<file path="config.mk">
export PLATFORM = sky130hd
export DESIGN_NAME = period_match_timer8
export DESIGN_NICKNAME = d
export VERILOG_FILES = /design/src/hdl/pmt_pkg.sv /design/src/hdl/pmt_prescaler.sv /design/src/hdl/pmt_postscaler.sv /design/src/hdl/period_match_timer8.sv
export VERILOG_INCLUDE_DIRS = /design/src /design/src/hdl
export SDC_FILE = /design/constraint.sdc
export NUM_CORES = 1
export LEC_CHECK = 0
export ABC_AREA = 1
export ABC_CLOCK_PERIOD_IN_PS = 2050
export BUFFER_PORTS_ARGS = -buffer_cell sky130_fd_sc_hd__buf_4
export CAP_MARGIN = 5
export CORE_MARGIN = 4
export CORE_UTILIZATION = 50
export CTS_BUF_LIST = sky130_fd_sc_hd__clkbuf_8 sky130_fd_sc_hd__clkbuf_16
export DETAILED_ROUTE_END_ITERATION = 10
export GPL_TIMING_DRIVEN = 0
export PLACE_DENSITY_LB_ADDON = 0.08
export SYNTH_ARGS = -nofsm -noshare
export SYNTH_HDL_FRONTEND = slang
export SYNTH_SLANG_ARGS = --single-unit
</file>
<file path="constraint.sdc">
create_clock -name clk -period 2.05 [get_ports clk]
set_input_delay 0.41 -clock clk [delete_from_list [all_inputs] [get_ports clk]]
set_output_delay 0.41 -clock clk [all_outputs]
set_load 0.05 [all_outputs]
</file>
<file path="src/hdl/pmt_defines.svh">
`ifndef PMT_DEFINES_SVH
`define PMT_DEFINES_SVH
// Register byte offsets on the bus
`define PMT_OFF_COUNT 12'h000
`define PMT_OFF_CTRL 12'h004
`define PMT_OFF_PERIOD 12'h008
`define PMT_OFF_STATUS 12'h00C
`define PMT_OFF_MASK 12'h010
// Reset values
`define PMT_RST_COUNT 8'h00
`define PMT_RST_CTRL 8'h00
`define PMT_RST_PERIOD 8'hFF
// Control field positions
`define PMT_CTRL_PRE_LO 0
`define PMT_CTRL_PRE_HI 1
`define PMT_CTRL_RUN 2
`define PMT_CTRL_POST_LO 3
`define PMT_CTRL_POST_HI 6
`define PMT_CTRL_WMASK 8'h7F
// Instruction clock divider: system clock / 4
`define PMT_ICLK_DIV 2'h3
// Prescale terminal counts
`define PMT_PRE_TC1 4'h0
`define PMT_PRE_TC4 4'h3
`define PMT_PRE_TC16 4'hF
`endif

</file>
<file path="src/hdl/pmt_pkg.sv">
package pmt_pkg;
	// AHB-Lite address phase captured for the data phase
	typedef struct packed {
		logic wr;
		logic rd;
		logic [11:0] addr;
	} pmt_req_t;
	// Time-base signals offered to the PWM unit
	typedef struct packed {
		logic [7:0] count;
		logic match;
	} pmt_base_t;
	// Bus slave phases
	typedef enum logic [0:0] {
		PMT_IDLE = 1'b0,
		PMT_DATA = 1'b1
	} pmt_phase_t;
endpackage

</file>
<file path="src/hdl/pmt_prescaler.sv">
`timescale 1ns/10ps
`include "pmt_defines.svh"
// Divides instruction-clock ticks by 1, 4 or 16; holds while stopped
module pmt_prescaler (
	input wire logic clk,
	input wire logic rst,
	input wire logic clear,
	input wire logic tickIn,
	input wire logic [1:0] sel,
	output logic tickOut
);
	logic [3:0] cnt_r;
	logic [3:0] tc;
	// select terminal count
	always_comb begin
		case (sel)
			2'b00: tc = `PMT_PRE_TC1;
			2'b01: tc = `PMT_PRE_TC4;
			default: tc = `PMT_PRE_TC16;
		endcase
	end
	assign tickOut = tickIn && (cnt_r >= tc);
	// cleared on write or reset
	always_ff @(posedge clk) begin
		if (rst || clear) begin
			cnt_r <= 4'h0;
		end else if (tickIn) begin
			cnt_r <= (cnt_r >= tc) ? 4'h0 : cnt_r + 4'h1;
		end
	end
endmodule // pmt_prescaler

</file>
<file path="src/hdl/pmt_postscaler.sv">
`timescale 1ns/10ps
`include "pmt_defines.svh"
// Counts period matches, one event per (select + 1) matches
module pmt_postscaler (
	input wire logic clk,
	input wire logic rst,
	input wire logic clear,
	input wire logic matchIn,
	input wire logic [3:0] sel,
	output logic eventOut
);
	logic [3:0] cnt_r;
	// divide by select plus one
	assign eventOut = matchIn && (cnt_r >= sel);
	// cleared on write or reset
	always_ff @(posedge clk) begin
		if (rst || clear) begin
			cnt_r <= 4'h0;
		end else if (matchIn) begin
			cnt_r <= (cnt_r >= sel) ? 4'h0 : cnt_r + 4'h1;
		end
	end
endmodule // pmt_postscaler

</file>
<file path="src/hdl/period_match_timer8.sv">
// How it works
// Count from zero; at period match next increment returns to zero.
// Period resets to all ones; software reads and writes it anytime.
// Prescale 00 divides by 1, 01 by 4, 1x by 16.
// Postscaler divides period matches by field value plus one.
// Each postscaler event sets sticky interrupt flag until software clears.
// Count or control write, or reset, clears prescaler and postscaler.
// Control write leaves the count value unchanged.
// Count is software read/write and zero after reset.
// Run bit 2 starts or stops timer; off after reset.
// Raw match pulse before postscaler goes to serial port.
// Count and match offered to PWM unit as time base.
// Control bit 7 reads zero and ignores writes.
// While stopped, all counters hold and later resume. The instruction-clock divider keeps running.
//
// The implementer's own choices: the AHB-Lite interface to the registers and the address map.
`timescale 1ns/10ps
`include "pmt_defines.svh"
module period_match_timer8 (
	input wire logic clk,
	input wire logic rst,
	input wire logic hsel,
	input wire logic [31:0] haddr,
	input wire logic [1:0] htrans,
	input wire logic hwrite,
	input wire logic [2:0] hsize,
	input wire logic [31:0] hwdata,
	input wire logic hready,
	output logic [31:0] hrdata,
	output logic hreadyout,
	output logic hresp,
	output logic irq,
	output logic serialShiftTick,
	output pmt_pkg::pmt_base_t pwmBase
);
	import pmt_pkg::*;

	////////////////////////////////////////////////////////////////////
	logic [7:0] count_r;
	logic [7:0] ctrl_r;
	logic [7:0] period_r;
	logic status_r;
	logic mask_r;
	logic [1:0] iclk_r;
	pmt_req_t req_r;
	pmt_phase_t phase_r;
	logic [31:0] hrdata_r;
	logic irq_r;
	logic shift_r;
	pmt_base_t base_r;
	logic iclkTick;
	logic runTick;
	logic preTick;
	logic matchNow;
	logic incTick;
	logic postEvent;
	logic wrCount;
	logic wrCtrl;
	logic wrPeriod;
	logic wrMask;
	logic rdStatus;
	logic scalerClear;
	logic [31:0] rdMux;
	logic inData;
	logic statusNow;
	logic [7:0] fwdCount;
	logic [7:0] fwdCtrl;
	logic [7:0] fwdPeriod;
	logic fwdMask;
	logic [4:0] postSeen_r;
	logic [4:0] postLimit;
	logic [1:0] preSel;

	// Address decode shared by read and write paths
	function automatic logic hit(input pmt_req_t r, input logic [11:0] a);
		return r.addr == a;
	endfunction

	////////////////////////////////////////////////////////////////////
	// Zero-wait slave: data phase completes in one cycle, always OKAY
	assign hreadyout = 1'b1;
	assign hresp = 1'b0;
	assign hrdata = hrdata_r;
	assign irq = irq_r;
	assign serialShiftTick = shift_r;
	assign pwmBase = base_r;

	// Capture the address phase when the bus is ready
	always_ff @(posedge clk) begin
		if (rst) begin
			req_r <= '0;
			phase_r <= PMT_IDLE;
		end else if (hready) begin
			req_r.wr <= hsel && htrans[1] && hwrite;
			req_r.rd <= hsel && htrans[1] && !hwrite;
			req_r.addr <= haddr[11:0];
			phase_r <= (hsel && htrans[1]) ? PMT_DATA : PMT_IDLE;
		end
	end

	// Only a live data phase may act on the captured request
	assign inData = (phase_r == PMT_DATA);
	assign wrCount = inData && req_r.wr && hit(req_r, `PMT_OFF_COUNT);
	assign wrCtrl = inData && req_r.wr && hit(req_r, `PMT_OFF_CTRL);
	assign wrPeriod = inData && req_r.wr && hit(req_r, `PMT_OFF_PERIOD);
	assign wrMask = inData && req_r.wr && hit(req_r, `PMT_OFF_MASK);
	assign rdStatus = inData && req_r.rd && hit(req_r, `PMT_OFF_STATUS);

	// Forward a write still in its data phase, so a read pipelined
	// right behind it returns the new value and not a stale one
	assign fwdCount = wrCount ? hwdata[7:0] : count_r;
	assign fwdCtrl = wrCtrl ? hwdata[7:0] : ctrl_r;
	assign fwdPeriod = wrPeriod ? hwdata[7:0] : period_r;
	assign fwdMask = wrMask ? hwdata[0] : mask_r;

	// Flag as it stands after this edge; a landing event beats the clear
	assign statusNow = (status_r && !rdStatus) || postEvent;

	// Read mux on the live address phase; unmapped addresses read zero.
	// Decoding the address phase lets the data flop load at the edge
	// that ends it, so read data comes straight from a flip-flop.
	always_comb begin
		rdMux = 32'h0000_0000;
		case (haddr[11:0])
			`PMT_OFF_COUNT: rdMux[7:0] = fwdCount;
			// bit 7 reads zero
			`PMT_OFF_CTRL: rdMux[7:0] = fwdCtrl & `PMT_CTRL_WMASK;
			`PMT_OFF_PERIOD: rdMux[7:0] = fwdPeriod;
			`PMT_OFF_STATUS: rdMux[0] = statusNow;
			`PMT_OFF_MASK: rdMux[0] = fwdMask;
			default: rdMux = 32'h0000_0000;
		endcase
	end

	// Read data loads as the address phase ends and stands for the
	// whole data phase
	always_ff @(posedge clk) begin
		if (rst) begin
			hrdata_r <= 32'h0000_0000;
		end else if (hready && hsel && htrans[1] && !hwrite) begin
			hrdata_r <= rdMux;
		end
	end

	////////////////////////////////////////////////////////////////////
	// Instruction clock: one tick every fourth system clock
	always_ff @(posedge clk) begin
		if (rst) begin
			iclk_r <= 2'h0;
		end else begin
			iclk_r <= iclk_r + 2'h1;
		end
	end
	assign iclkTick = (iclk_r == `PMT_ICLK_DIV);

	// gate ticks by the run bit
	// stopped means no tick, so count and both scalers hold
	assign runTick = iclkTick && ctrl_r[`PMT_CTRL_RUN];

	// any count or control write clears the scalers
	assign scalerClear = wrCount || wrCtrl;

	pmt_prescaler u_pre (
		.clk(clk),
		.rst(rst),
		.clear(scalerClear),
		.tickIn(runTick),
		.sel(ctrl_r[`PMT_CTRL_PRE_HI:`PMT_CTRL_PRE_LO]),
		.tickOut(preTick)
	);

	// Match seen on an increment while count equals period
	assign matchNow = (count_r == period_r);
	assign incTick = preTick && !scalerClear;

	pmt_postscaler u_post (
		.clk(clk),
		.rst(rst),
		.clear(scalerClear),
		.matchIn(incTick && matchNow),
		.sel(ctrl_r[`PMT_CTRL_POST_HI:`PMT_CTRL_POST_LO]),
		.eventOut(postEvent)
	);

	////////////////////////////////////////////////////////////////////
	// count: software write wins over increment
	always_ff @(posedge clk) begin
		if (rst) begin
			count_r <= `PMT_RST_COUNT;
		end else if (wrCount) begin
			count_r <= hwdata[7:0];
		// wrap to zero on match
		end else if (incTick) begin
			count_r <= matchNow ? `PMT_RST_COUNT : count_r + 8'h01;
		end
	end

	// control write touches only control bits
	always_ff @(posedge clk) begin
		if (rst) begin
			ctrl_r <= `PMT_RST_CTRL;
		end else if (wrCtrl) begin
			// bit 7 write ignored
			ctrl_r <= hwdata[7:0] & `PMT_CTRL_WMASK;
		end
	end

	// period register, all ones after reset
	always_ff @(posedge clk) begin
		if (rst) begin
			period_r <= `PMT_RST_PERIOD;
		end else if (wrPeriod) begin
			period_r <= hwdata[7:0];
		end
	end

	// sticky flag; a set beats the clear-on-read
	always_ff @(posedge clk) begin
		if (rst) begin
			status_r <= 1'b0;
		end else if (postEvent) begin
			status_r <= 1'b1;
		end else if (rdStatus) begin
			status_r <= 1'b0;
		end
	end

	// Interrupt mask, one bit matching the status layout
	always_ff @(posedge clk) begin
		if (rst) begin
			mask_r <= 1'b0;
		end else if (wrMask) begin
			mask_r <= hwdata[0];
		end
	end

	// Registered outputs; one cycle behind the internal event
	always_ff @(posedge clk) begin
		if (rst) begin
			irq_r <= 1'b0;
			shift_r <= 1'b0;
			base_r <= '0;
		end else begin
			// Drops with the clear-on-read, rises with the event
			irq_r <= statusNow && mask_r;
			// raw match to serial port
			shift_r <= incTick && matchNow;
			// time base to PWM unit
			base_r.count <= count_r;
			base_r.match <= incTick && matchNow;
		end
	end

	////////////////////////////////////////////////////////////////////
	// reference count of raw matches since the last event or clear
	always_ff @(posedge clk) begin
		if (rst || scalerClear || postEvent) begin
			postSeen_r <= 5'h00;
		end else if (incTick && matchNow) begin
			postSeen_r <= postSeen_r + 5'h01;
		end
	end
	assign postLimit = {1'b0, ctrl_r[`PMT_CTRL_POST_HI:`PMT_CTRL_POST_LO]};
	assign preSel = ctrl_r[`PMT_CTRL_PRE_HI:`PMT_CTRL_PRE_LO];

	////////////////////////////////////////////////////////////////////
	// wrap after match
	AST_WRAP: assert property (@(posedge clk) disable iff (rst)
		incTick && matchNow && !wrCount |=> count_r == 8'h00)
		else $error("count did not wrap at period");
	// period reset value
	AST_PERIOD_RST: assert property (@(posedge clk)
		$fell(rst) |-> period_r == 8'hFF)
		else $error("period not all ones after reset");
	// divide by 16 spacing
	AST_PRE16: assert property (@(posedge clk) disable iff (rst)
		preTick && ctrl_r[1] && !scalerClear |=> !preTick [*8])
		else $error("prescale 16 ticked too soon");
	// flag set by event
	AST_FLAG: assert property (@(posedge clk) disable iff (rst)
		postEvent |=> status_r)
		else $error("flag not set by event");
	// count write clears scalers
	AST_CLR: assert property (@(posedge clk) disable iff (rst)
		wrCount |=> u_pre.cnt_r == 4'h0 && u_post.cnt_r == 4'h0)
		else $error("scalers not cleared");
	// control write keeps count
	AST_KEEP: assert property (@(posedge clk) disable iff (rst)
		wrCtrl && !wrCount |=> $stable(count_r))
		else $error("control write changed count");
	// stopped timer holds count
	AST_STOP: assert property (@(posedge clk) disable iff (rst)
		!ctrl_r[2] && !wrCount |=> $stable(count_r))
		else $error("count moved while off");
	// bit 7 never set
	AST_BIT7: assert property (@(posedge clk) disable iff (rst)
		!ctrl_r[7])
		else $error("control bit 7 set");
	// serial tick follows match
	AST_SHIFT: assert property (@(posedge clk) disable iff (rst)
		incTick && matchNow |=> serialShiftTick && pwmBase.match)
		else $error("match not forwarded");

	// control write clears scalers
	AST_CTRL_CLR: assert property (@(posedge clk) disable iff (rst)
		wrCtrl |=> u_pre.cnt_r == 4'h0 && u_post.cnt_r == 4'h0)
		else $error("scalers not cleared by control write");
	// count write lands
	AST_COUNT_WR: assert property (@(posedge clk) disable iff (rst)
		wrCount |=> count_r == $past(hwdata[7:0]))
		else $error("count write lost");
	// period write lands
	AST_PERIOD_WR: assert property (@(posedge clk) disable iff (rst)
		wrPeriod |=> period_r == $past(hwdata[7:0]))
		else $error("period write lost");
	// flag latched until read
	AST_FLAG_HOLD: assert property (@(posedge clk) disable iff (rst)
		status_r && !rdStatus |=> status_r)
		else $error("flag dropped without a read");
	// unmasked flag drives the line
	AST_IRQ_HIGH: assert property (@(posedge clk) disable iff (rst)
		status_r && mask_r && !rdStatus |=> irq)
		else $error("interrupt low with unmasked flag");
	// no flag, no line
	AST_IRQ_LOW: assert property (@(posedge clk) disable iff (rst)
		!status_r && !postEvent |=> !irq)
		else $error("interrupt high with no flag");
	// PWM count copy one cycle behind
	AST_BASE: assert property (@(posedge clk) disable iff (rst)
		1'b1 |=> pwmBase.count == $past(count_r))
		else $error("PWM count copy wrong");
	// stopped scalers hold their counts
	AST_HOLD_SCALE: assert property (@(posedge clk) disable iff (rst)
		!ctrl_r[`PMT_CTRL_RUN] && !scalerClear |=>
		$stable(u_pre.cnt_r) && $stable(u_post.cnt_r))
		else $error("scaler moved while stopped");
	// event on every select-plus-one match
	AST_POST_N: assert property (@(posedge clk) disable iff (rst)
		incTick && matchNow |-> postEvent == (postSeen_r == postLimit))
		else $error("postscale event on wrong match");
	// divide by 4 spacing
	AST_PRE4: assert property (@(posedge clk) disable iff (rst)
		preTick && preSel == 2'b01 && !scalerClear |=> !preTick [*8])
		else $error("prescale 4 ticked too soon");
	// divide by 1 passes every tick
	AST_PRE1: assert property (@(posedge clk) disable iff (rst)
		preSel == 2'b00 |-> preTick == runTick)
		else $error("prescale 1 dropped a tick");

	COV_WRAP: cover property (@(posedge clk) incTick && matchNow);
	COV_EVENT: cover property (@(posedge clk) postEvent);
	COV_IRQ: cover property (@(posedge clk) irq_r);
	COV_CLEAR: cover property (@(posedge clk) wrCtrl && ctrl_r[2]);
	COV_STATUS_READ: cover property (@(posedge clk) rdStatus && status_r);
endmodule // period_match_timer8

</file>
[Yosys cells after proc, flatten, opt, wreduce, memory -nomap -nowiden]
Index checks and enable logic that the tools add are counted.
Operators by class
  add/subtract/negate cells: 4
  magnitude comparators: 2
  equal/unequal tests: 11
  mux-type cells: 15
  reduce and logical (&&, ||, !) cells: 31
Operator list (count)
  equality test 12 x 4 -> 1 bit, second input constant: 4
  two-way mux 8 bit: 5
  equality test 12 x 3 -> 1 bit, second input constant: 2
  equality test 12 x 5 -> 1 bit, second input constant: 2
  logical NOT 12 bit: 2
  case mux 7 bit (3 select lines): 1
  logical AND 1 bit: 20
  adder 4 x 1 -> 4 bit, second input constant: 2
  adder 8 x 1 -> 8 bit, second input constant: 1
  equality test 8 bit: 1
  greater-or-equal comparator 4 bit: 2
  two-way mux 4 bit: 2
  case mux 4 bit (2 select lines): 1
  two-way mux 7 bit: 1
  case mux 1 bit (5 select lines): 1
  two-way mux 1 bit: 4
  nonzero test 2 bit: 2
  logical NOT 1 bit: 3
  logical OR 1 bit: 3
  adder 2 x 1 -> 2 bit, second input constant: 1
  equality test 2 x 1 -> 1 bit, second input constant: 1
  equality test 2 bit, second input constant: 1
  logical NOT 2 bit: 1
Storage, ports and cells
  register bits after elaboration: 68
  output and inout port bits: 45

[Depth between registers and ports, before layout]
Gate-level depths: netlist of the first run.
  depth in word-level cells: 9
  mapped depth: 16
  mapped depth without buffers: 16

[Modules after synthesis]
A second synthesis of the first run with hierarchy kept.
Second synthesis, totals
  cell total of the unflattened synthesis: 559
  area total of the unflattened synthesis: 3908.7 um2
By module, submodules not included
  period_match_timer8: times used 1, cells each 477, area each 3303.2 um2, seq. area each 1201.2 um2
  pmt_postscaler: times used 1, cells each 45, area each 326.6 um2, seq. area each 80.1 um2
  pmt_prescaler: times used 1, cells each 37, area each 279.0 um2, seq. area each 80.1 um2

[Worst setup path after synthesis of the first run]
Ideal clock, no wire load.
  kind: flip-flop to flip-flop
  start: register ctrl_r[1]
  end: register count_r[4]
  data arrival time: 1.573 ns
  required time: 1.980 ns
  setup slack: 0.407 ns
  stages on the path, launching flop included: 13
  buffers on the path: 0
  period minus slack after synthesis: 1.643 ns
  path through: dfxtp_1 inv_1 ha_1 nand2_1 inv_1 nand3_1 nand3_1 nand2_1 nor2_4 inv_2 nor2_4 nand3b_1 a21oi_1
Between the ends
  word-level cells in the longest chain between the ends: 6
  elaborated cells between the ends (all ways): 7
  those cells by class: 1 x order compare; 1 x eq/ne; 1 x mux; 4 x reduce/logical
RTL lines
  start: declaration: line period_match_timer8.sv:40  | logic [7:0] ctrl_r;
  start signal: assignment: line period_match_timer8.sv:201  | ctrl_r <= `PMT_RST_CTRL;
  start signal: assignment: line period_match_timer8.sv:204  | ctrl_r <= hwdata[7:0] & `PMT_CTRL_WMASK;
  equality test 2 x 1 -> 1 bit or logical NOT 2 bit (tied branches): line pmt_prescaler.sv:16  | case (sel)
  case mux 4 bit (2 select lines) (*): line pmt_prescaler.sv:16
  greater-or-equal comparator 4 bit (*): line pmt_prescaler.sv:22  | assign tickOut = tickIn && (cnt_r >= tc);
  logical AND 1 bit (*): line pmt_prescaler.sv:22
  logical AND 1 bit (*): line period_match_timer8.sv:174  | assign incTick = preTick && !scalerClear;
  nonzero test 2 bit (no source line) (*)
  end signal: assignment: line period_match_timer8.sv:189  | count_r <= `PMT_RST_COUNT;
  end signal: assignment: line period_match_timer8.sv:191  | count_r <= hwdata[7:0];
  end signal: assignment: line period_match_timer8.sv:194  | count_r <= matchNow ? `PMT_RST_COUNT : count_r + 8'h01;
  end: declaration: line period_match_timer8.sv:39  | logic [7:0] count_r;
Every way passes the cells marked *; elsewhere a longest branch is shown, timed or not.
A chain may end at the register's enable or synchronous reset.

[Final worst setup path of the first run]
Ends and elaborated chain as after synthesis.

==> impl_metrics.csv, run 1 <==
group,metric,value,unit
power_and_ir_drop,internal_power,2.22,mW
global_route,gr-total-overflow,0,
worst_setup_path,crit_fanout,8,
power_and_ir_drop,clockPowerShare,43.3,%
logic_synthesis,post-synth-top-count-cell,"nand2_1",
routing,wl_per_cell,12.2,um
flow_run,maxCapViolCount,0,
routing,firstDrtPassIters,5,
clocking,cts.sinks,68,
clocking,cts_buffers,9,
power_and_ir_drop,netSwitchingFraction,24.7,%
timing,finalSetupViolations,0,
clocking,insertion_delay,0.34,ns
clocking,cts_root_buffer,"clkbuf_8",
placement,gp_congestion,0.876,
logic_synthesis,ys_seq_elements,68,
placement,portBuffers,44,
outcome,outcome,"finished, final reports clean",
logic_synthesis,synth_edf_count,0,
power_and_ir_drop,peakVddDrop,0.390,mV
logic_synthesis,synth_commonest_cells,"nand2_1, dfxtp_1, nor2_1",
logic_synthesis,synth_area,3660,um^2
global_route,grt_pass1_wl,13900,um
layout,layout-drive-gt1-share,26.2,%
routing,drc_errors,0,
routing,postRouteAntennaNets,0,
floorplanning,fp.dieH,93.5,um
logic_synthesis,synthCells,501,
worst_setup_path,r2r_start,"ctrl_r[1]$_SDFFE_PP0P_",
timing,min_period,1.93,ns
clocking,clk_pin_slew_worst_paths,0.08,ns
floorplanning,die_area,8740,um^2
routing,route.vias.total,3260,
timing,relSlewSlack,59.2,%
logic_synthesis,ys_async_sr_fraction,0,%
floorplanning,initial_utilization,52.6,%
logic_synthesis,ys_seq_area_share,37.2,%
layout,n_fill_cell,622,
timing,tns,0,ns
layout,antenna_cells,0,
clocking,cts.htree.levels,3,
power_and_ir_drop,power.total,2.95,mW
min_path,hp-class,"input port to flip-flop",
worst_setup_path,critPathLaunch,"ctrl_r[1]$_SDFFE_PP0P_",
power_and_ir_drop,p_seq_share,46.0,%
global_route,antenna_found_initial,0,
timing,slew_violations,0,
power_and_ir_drop,pwr-share-comb,10.7,%
floorplanning,rows,30,
timing,final_hold_viol_count,0,
logic_synthesis,synth.top_cell.area_share,37.2,%
timing,tightest_slew,0.612,ns
floorplanning,die-width,93.5,um
worst_setup_path,cp-start-kind,"flip-flop",
worst_setup_path,critical_path_class,"flip-flop to flip-flop",
min_path,min-delay-start,"haddr[8]",
floorplanning,ioPinCount,119,
power_and_ir_drop,power_density,649,nW/um^2
power_and_ir_drop,p_sw,0.728,mW
logic_synthesis,ys_warn_count,0,
logic_synthesis,ys_top_cells_by_area,"dfxtp_1, nand2_1, nor2_1",
global_route,grt_use_total,20.0,%
layout,syn_to_final_growth,24.2,%
placement,hpwlAfterDp,6390,um
timing,fmax,519,MHz
worst_setup_path,cp.arrival,2.20,ns
timing,skew,0.00951,ns
logic_synthesis,yosys.area.top_type,"dfxtp_1",
routing,viasPerCell,4.75,
layout,fin_nets,672,
routing,dr.first_iter.drc_count,191,
logic_synthesis,yosysUniqueCellTypes,36,
clocking,cts_buffer_depth,2,
timing,period_share,94.0,%
layout,utilization,65.4,%
global_route,grt_pass1_vias,2957,
clocking,tritoncts,"done",
worst_setup_path,endpoint_kind,"flip-flop",
worst_setup_path,worst_ep_required_time,2.32,ns
global_route,grt_max_degree,12,
logic_synthesis,ys_dominant_reg_cell,"dfxtp_1",
floorplanning,design.core.area,6940,um^2
power_and_ir_drop,p_leak,2.04,nW
logic_synthesis,syn_avg_cell_area,7.30,um^2
routing,drt-total-wl,8390,um
==> metal layers <==
metal,track usage [%],part of all wire [%]
met3,4.67,6.3
met2,31.0,44
met5,0,0
met1,27.8,48
met4,5.74,1.2
==> state kept, by name, summed over array words and instances (netlist names) <==
| signal | count |
|---|---|
| period_r | 8 |
| pwmBase | 9 |
| mask_r | 1 |
| u_pre.cnt_r | 4 |
| count_r | 8 |
| u_post.cnt_r | 4 |
| status_r | 1 |
| irq | 1 |
| ctrl_r | 7 |
| hrdata | 8 |
| req_r | 14 |
| iclk_r | 2 |
| inData | 1 |
==> per-stage QoR <==
stage | hold WS, ns | instances | setup WS, ns | area [um^2]
after floorplan | 0.390 | 525 | 0.407 | 3750
after global placement | 0.400 | 665 | 0.108 | 4200
after detailed placement | 0.412 | 665 | 0.101 | 4200
after CTS | 0.299 | 681 | 0.0726 | 4430
after global routing | 0.320 | 687 | -0.0527 | 4540
final | 0.308 | 687 | 0.124 | 4540
==> layout by cell type (no fill, tap or decap), types with 3 or more instances in the layout <==
cell / n
a21oi_1: 21
a21oi_2: 8
buf_4: 77
buf_6: 3
clkbuf_1: 7
clkbuf_8: 12
conb_1: 26
dfxtp_1: 66
ha_1: 9
inv_1: 49
inv_2: 3
nand2_1: 108
nand2_2: 6
nand3_1: 23
nand3_2: 4
nand4_1: 8
nor2_1: 54
nor2_2: 7
nor2_4: 6
nor3_1: 8
o21ai_0: 16
o21ai_1: 15
o21ai_2: 7
or2_1: 3
or2_2: 7
xor2_1: 13
==> final timing paths <==
| kind | cells past startpoint | end | slack [ns] |
|---|---|---|---|
| min reg2reg | 1 | iclk_r[0]$_SDFF_PP0_ | 0.42 |
| max reg2reg | 12 | count_r[4]$_SDFFE_PP0P_ | 0.12 |
| min | 3 | req_r[8]$_SDFFE_PP0P_ | 0.31 |
| max | 12 | count_r[4]$_SDFFE_PP0P_ | 0.12 |
==> power groups by stage <==
| stage | sequential, mW | combinational [mW] | clock (mW) |
|---|---|---|---|
| 3_5_place_dp | 1.39 | 0.313 | 0 |
| 4_1_cts | 1.36 | 0.313 | 1.30 |
| 2_1_floorplan | 1.38 | 0.242 | 0 |
| 6_report | 1.36 | 0.316 | 1.28 |
| 3_3_place_gp | 1.39 | 0.310 | 0 |
| 5_1_grt | 1.36 | 0.343 | 1.37 |
==> cell type report <==
type	count	area [um^2]	area share, %
inverter	55	209	4.60
clock inverter	4	70.1	1.54
buffer	38	267	5.87
sequential	68	1370	30.1
timing repair buffer	50	375	8.27
multi-input combinational	364	1970	43.3
tap	96	120	2.65
clock buffer	12	165	3.64
==> kinds of logic after synthesis <==
kind of cell    after synthesis  synth area share [%]
other cells                   2                 0.205
xor+xnor                     13                  3.11
simple gates                244                  31.3
compound gates               69                  11.1
flops                        68                  37.2
fa+ha+maj                    12                  4.11
buf+inv                      93                  12.9
==> what timing repair did <==
item	CTS	global route
setup buffers	0	6
hold buffers	0	0
endpoints found under the setup margin	0	11
resized for setup	0	16
==> worst max-delay path, stage by stage, from the launching register on <==
cell      delay, ns
dfxtp_4        0.37
inv_2          0.06
ha_4           0.26
nand2_1        0.05
inv_1          0.08
nand2_1        0.07
nand3_2        0.09
nand2_2        0.08
nor2_4         0.21
inv_4          0.07
nor2_4         0.21
nand3b_1       0.14
a21oi_2        0.15
(Power assumes the default switching activity.)
==> inputs of run 2 (changes only) <==
Settings changed: PLACE_DENSITY set to 0.85, PLACE_DENSITY_LB_ADDON 0.08 to unset.
==> impl_metrics.csv, run 2 (same netlist as run 1, synthesis figures left out) <==
group,metric,value,unit
layout,fin_nets,667,
floorplanning,initial_utilization,52.6,%
power_and_ir_drop,p_leak,2.00,nW
layout,layout_common_cells,"nand2_1, buf_4, dfxtp_1, nor2_1, inv_1",
clocking,insertion_delay,0.35,ns
timing,finalSetupViolations,0,
layout,multi_input_area,1930,um^2
placement,portBuffers,44,
clocking,cts.sinks,68,
timing,slew_violations,0,
worst_setup_path,critical_path_class,"flip-flop to flip-flop",
min_path,min_path_cells,3,
clocking,cts_buffers,9,
floorplanning,die-width,93.5,um
global_route,antenna_found_initial,0,
clocking,tritoncts,"done",
global_route,grt_pass1_vias,3274,
worst_setup_path,critPathLaunch,"ctrl_r[1]$_SDFFE_PP0P_",
placement,gp_congestion,0.933,
timing,tns,0,ns
worst_setup_path,ff2ff_path_depth,12,
floorplanning,die_area,8740,um^2
worst_setup_path,worst_ep_required_time,2.32,ns
layout,n_fill_cell,586,
layout,antenna_cells,0,
global_route,met2_usage,34.7,%
routing,postRouteAntennaNets,0,
timing,rsz0062_at_grt,"no",
flow_run,maxCapViolCount,0,
routing,firstDrtPassIters,5,
worst_setup_path,cp-start-kind,"flip-flop",
layout,fin_area,4470,um^2
global_route,grt_max_degree,13,
global_route,gr-total-overflow,0,
routing,drc_errors,0,
timing,fmax,537,MHz
layout,largest_reg_flops,14,
min_path,hp-class,"input port to flip-flop",
placement,hpwlAfterDp,6460,um
floorplanning,design.core.area,6940,um^2
worst_setup_path,crit_fanout,6,
global_route,gr-max-usage-layer,"met2",
floorplanning,ioPinCount,119,
floorplanning,rows,30,
placement,dpl_cell_area,4200,um^2
timing,skew,0.00681,ns
global_route,met3_usage,4.83,%
timing,min_period,1.86,ns
global_route,met1_usage,23.1,%
layout,syn_to_final_growth,22.1,%
routing,viasPerCell,4.83,
routing,drt-total-wl,8290,um
timing,tightest_slew,0.610,ns
worst_setup_path,r2r_start,"ctrl_r[1]$_SDFFE_PP0P_",
clocking,postCtsHoldBufs,0,
worst_setup_path,cp.arrival,2.13,ns
routing,route.vias.total,3294,
timing,relSlewSlack,59.3,%
layout,final_common_cell,"nand2_1",
global_route,grt_pass1_wl,13900,um
layout,layout-drive-gt1-share,24.2,%
clocking,clk_pin_slew_worst_paths,0.07,ns
worst_setup_path,endpoint_kind,"flip-flop",
clocking,cts_buffer_depth,2,
worst_setup_path,cp-endpoint,"u_post.cnt_r[2]$_SDFFE_PP0P_",
layout,register_area,1360,um^2
worst_setup_path,rrSetupSlack,0.19,ns
timing,period_share,90.8,%
worst_setup_path,r2r-end,"u_post.cnt_r[2]$_SDFFE_PP0P_",
outcome,outcome,"finished, final reports clean",
global_route,grt_use_total,19.9,%
power_and_ir_drop,power_density,671,nW/um^2
floorplanning,fp.dieH,93.5,um
clocking,cts.htree.levels,3,
clocking,cts_root_buffer,"clkbuf_8",
routing,wl_per_cell,12.1,um
layout,largest-register,"req_r",
power_and_ir_drop,peakVddDrop,0.416,mV
routing,dr.first_iter.drc_count,115,
timing,final_hold_viol_count,0,
## run 2: cell type report
cell class	instances	share of cell area, %
inverters	55	4.68
multi-input cells	364	43.2
repair buffers	45	7.57
well taps	96	2.69
plain buffers	38	5.97
clock buffers	9	2.77
flip-flops and latches	68	30.5
clock inverters	7	2.58
## run 2: power by group
part	switching [mW]	internal (mW)
Sequential	0.0154	1.34
Clock	0.517	0.805
Combinational	0.218	0.0974
## run 2: per-layer routing
layer,routed length [um],vias up
met5,0,-
met4,151,0
met3,540,16
met2,4120,101
met1,3470,1469
li1,-,1708
## run 2: how the worst min path moves through the flow
stage / startpoint / endpoint / slack, ns
floorplan: iclk_r[0]$_SDFF_PP0_ / iclk_r[0]$_SDFF_PP0_ / 0.39
global placement: iclk_r[0]$_SDFF_PP0_ / iclk_r[0]$_SDFF_PP0_ / 0.40
detailed placement: iclk_r[0]$_SDFF_PP0_ / iclk_r[0]$_SDFF_PP0_ / 0.41
CTS: haddr[11] / req_r[11]$_SDFFE_PP0P_ / 0.29
global route: haddr[11] / req_r[11]$_SDFFE_PP0P_ / 0.29
finish: haddr[11] / req_r[11]$_SDFFE_PP0P_ / 0.29
## run 2: stage by stage
stage | instances | hold slack (ns) | utilization (%) | setup slack (ns) | total power [mW]
2_1_floorplan | 525 | 0.390 | - | 0.407 | 1.63
3_3_place_gp | 665 | 0.399 | 60.4 | 0.0755 | 1.69
3_5_place_dp | 665 | 0.409 | 60.4 | 0.0462 | 1.70
4_1_cts | 681 | 0.286 | 63.9 | 0.135 | 3.01
5_1_grt | 682 | 0.294 | 64.3 | 0.00200 | 3.10
6_report | 682 | 0.295 | 64.3 | 0.188 | 3.00
## run 2: critical path, stage by stage, from the launching register on
cell	delay, ns
dfxtp_2	0.35
inv_1	0.06
ha_1	0.29
nand2_1	0.05
inv_1	0.07
nand3_1	0.08
nand3_2	0.10
nand2_2	0.07
nor2_4	0.17
buf_4	0.15
nand2_2	0.09
o21ai_1	0.14
nor3b_1	0.17
## run 2: repair_timing
| item | in CTS | in global routing |
|---|---|---|
| setup endpoints to repair | 0 | 10 |
| buffers inserted | 0 | 1 |
| gates resized for setup | 0 | 7 |
==> inputs of run 3 (changes only) <==
Settings changed: GPL_TIMING_DRIVEN 0 to unset, PLACE_DENSITY 0.85 to 0.82.
==> impl_metrics.csv, run 3 (same netlist as run 1, synthesis figures left out) <==
group,metric,value,unit
outcome,outcome,"finished, final reports clean",
global_route,grt_pass1_wl,13200,um
global_route,gr-total-overflow,0,
layout,syn_to_final_growth,15.4,%
floorplanning,ioPinCount,119,
layout,layout_common_cells,"nand2_1, dfxtp_1, nor2_1, inv_1, buf_4",
power_and_ir_drop,p_leak,1.85,nW
clocking,cts.htree.levels,3,
min_path,hp-class,"input port to flip-flop",
clocking,insertion_delay,0.34,ns
timing,slew_violations,0,
layout,largest-register,"req_r",
worst_setup_path,r2r-end,"u_post.cnt_r[2]$_SDFFE_PP0P_",
floorplanning,fp.dieH,93.5,um
worst_setup_path,critical_path_class,"flip-flop to flip-flop",
timing,layout_setup_ws,0.138,ns
routing,m1WireLength,3470,um
placement,place_ws,0.0931,ns
worst_setup_path,endpoint_kind,"flip-flop",
worst_setup_path,rrSetupSlack,0.14,ns
routing,postRouteAntennaNets,0,
flow_run,maxCapViolCount,0,
layout,antenna_cells,0,
clocking,clk_pin_slew_worst_paths,0.07,ns
routing,dr.first_iter.drc_count,152,
routing,highest_layer,"met4",
floorplanning,rows,30,
clocking,cts_root_buffer,"clkbuf_8",
routing,dr_wl_met3,444,um
global_route,grt_max_degree,41,
routing,met2_length,3940,um
routing,drc_errors,0,
placement,portBuffers,44,
layout,fin_area,4220,um^2
worst_setup_path,crit_fanout,6,
min_path,whs_endpoint,"req_r[11]$_SDFFE_PP0P_",
power_and_ir_drop,power_density,667,nW/um^2
routing,drt-total-wl,7960,um
timing,finalSetupViolations,0,
clocking,tritoncts,"done",
power_and_ir_drop,power.total,2.81,mW
worst_setup_path,worst_ep_required_time,2.29,ns
min_path,min-delay-start,"haddr[11]",
layout,layout-drive-gt1-share,21.4,%
timing,final_hold_viol_count,0,
clocking,cts_buffers,9,
global_route,antenna_found_initial,0,
timing,min_period,1.91,ns
min_path,min_path_cells,3,
floorplanning,die-width,93.5,um
floorplanning,initial_utilization,52.6,%
timing,holdWs,0.294,ns
timing,skew,0.00882,ns
floorplanning,die_area,8740,um^2
worst_setup_path,cp-start-kind,"flip-flop",
global_route,grt_use_total,18.7,%
placement,gp_congestion,0.839,
global_route,grt_pass1_vias,2978,
timing,fmax,523,MHz
worst_setup_path,ff2ff_path_depth,12,
timing,period_share,93.3,%
routing,route.vias.total,3202,
routing,firstDrtPassIters,5,
layout,largest_reg_flops,14,
worst_setup_path,r2r_start,"ctrl_r[1]$_SDFFE_PP0P_",
routing,wl_per_cell,12.3,um
clocking,postCtsHoldBufs,0,
worst_setup_path,cp.arrival,2.15,ns
clocking,cts_buffer_depth,2,
power_and_ir_drop,peakVddDrop,0.373,mV
clocking,cts.sinks,68,
floorplanning,design.core.area,6940,um^2
placement,dpl_cell_area,3950,um^2
placement,hpwlAfterDp,5860,um
layout,fin_nets,633,
routing,viasPerCell,4.94,
layout,final_common_cell,"nand2_1",
run 3: changes by cell type in the layout (fill, tap and decap cells not counted), moves of 2 or more:
| cell | change |
|---|---|
| buf_4 | -23 |
| buf_6 | -3 |
| bufinv_16 | -2 |
| clkbuf_1 | -7 |
| clkbuf_8 | +4 |
run 3: area by class of cell:
class / instances / area, um^2
clock buffers: 13 / 179
clock inverters: 3 / 42.5
fillers: 623 / 2730
inverters: 55 / 209
multi-input cells: 364 / 1940
flip-flops and latches: 68 / 1360
well taps: 96 / 120
repair buffers: 49 / 368
run 3: worst max-delay path, cell delays in order, from the launching register on:
cell,delay (ns)
dfxtp_2,0.34
inv_1,0.06
ha_1,0.29
nand2_1,0.06
inv_1,0.07
nand3_1,0.09
nand3_2,0.11
nand2_2,0.09
nor2_4,0.21
buf_4,0.15
nand2_2,0.09
nor3_1,0.20
nor3b_2,0.07
run 3: metrics by stage:
step                      TNS (ns)  std cells  util, %
final                            0        648     60.7
after global placement           0        629     56.8
after global routing        -0.130        648     60.7
after detailed placement         0        629     56.8
after floorplan                  0        525        -
after CTS                        0        645     60.0
run 3: worst max-delay path by stage:
| stage | cells after the start | startpoint | to | slack [ns] |
|---|---|---|---|---|
| 6_report | 12 | ctrl_r[1]$_SDFFE_PP0P_ | u_post.cnt_r[2]$_SDFFE_PP0P_ | 0.14 |
| 2_1_floorplan | 12 | ctrl_r[1]$_SDFFE_PP0P_ | count_r[4]$_SDFFE_PP0P_ | 0.41 |
| 3_5_place_dp | 14 | ctrl_r[1]$_SDFFE_PP0P_ | hrdata[0]$_SDFFE_PP0P_ | 0.09 |
| 4_1_cts | 14 | ctrl_r[1]$_SDFFE_PP0P_ | hrdata[0]$_SDFFE_PP0P_ | 0.06 |
| 5_1_grt | 14 | ctrl_r[0]$_SDFFE_PP0P_ | count_r[4]$_SDFFE_PP0P_ | -0.03 |
| 3_3_place_gp | 14 | ctrl_r[1]$_SDFFE_PP0P_ | hrdata[0]$_SDFFE_PP0P_ | 0.16 |
run 3: repair_timing:
item / CTS / global route
setup endpoints to repair: 0 / 11
buffers inserted: 0 / 3
resized for setup: 0 / 8
run 3: layer usage:
layer | global-route usage, % | up-vias
met5 | 0 | -
met4 | 6.23 | 0
met3 | 4.02 | 11
met2 | 31.6 | 97
met1 | 23.5 | 1461
li1 | - | 1633
run 3: where the power goes:
group          internal [mW]  leakage [nW]  switching, mW
sequential              1.34         0.552         0.0152
combinational         0.0614          1.18          0.207
clock                  0.693         0.112          0.494
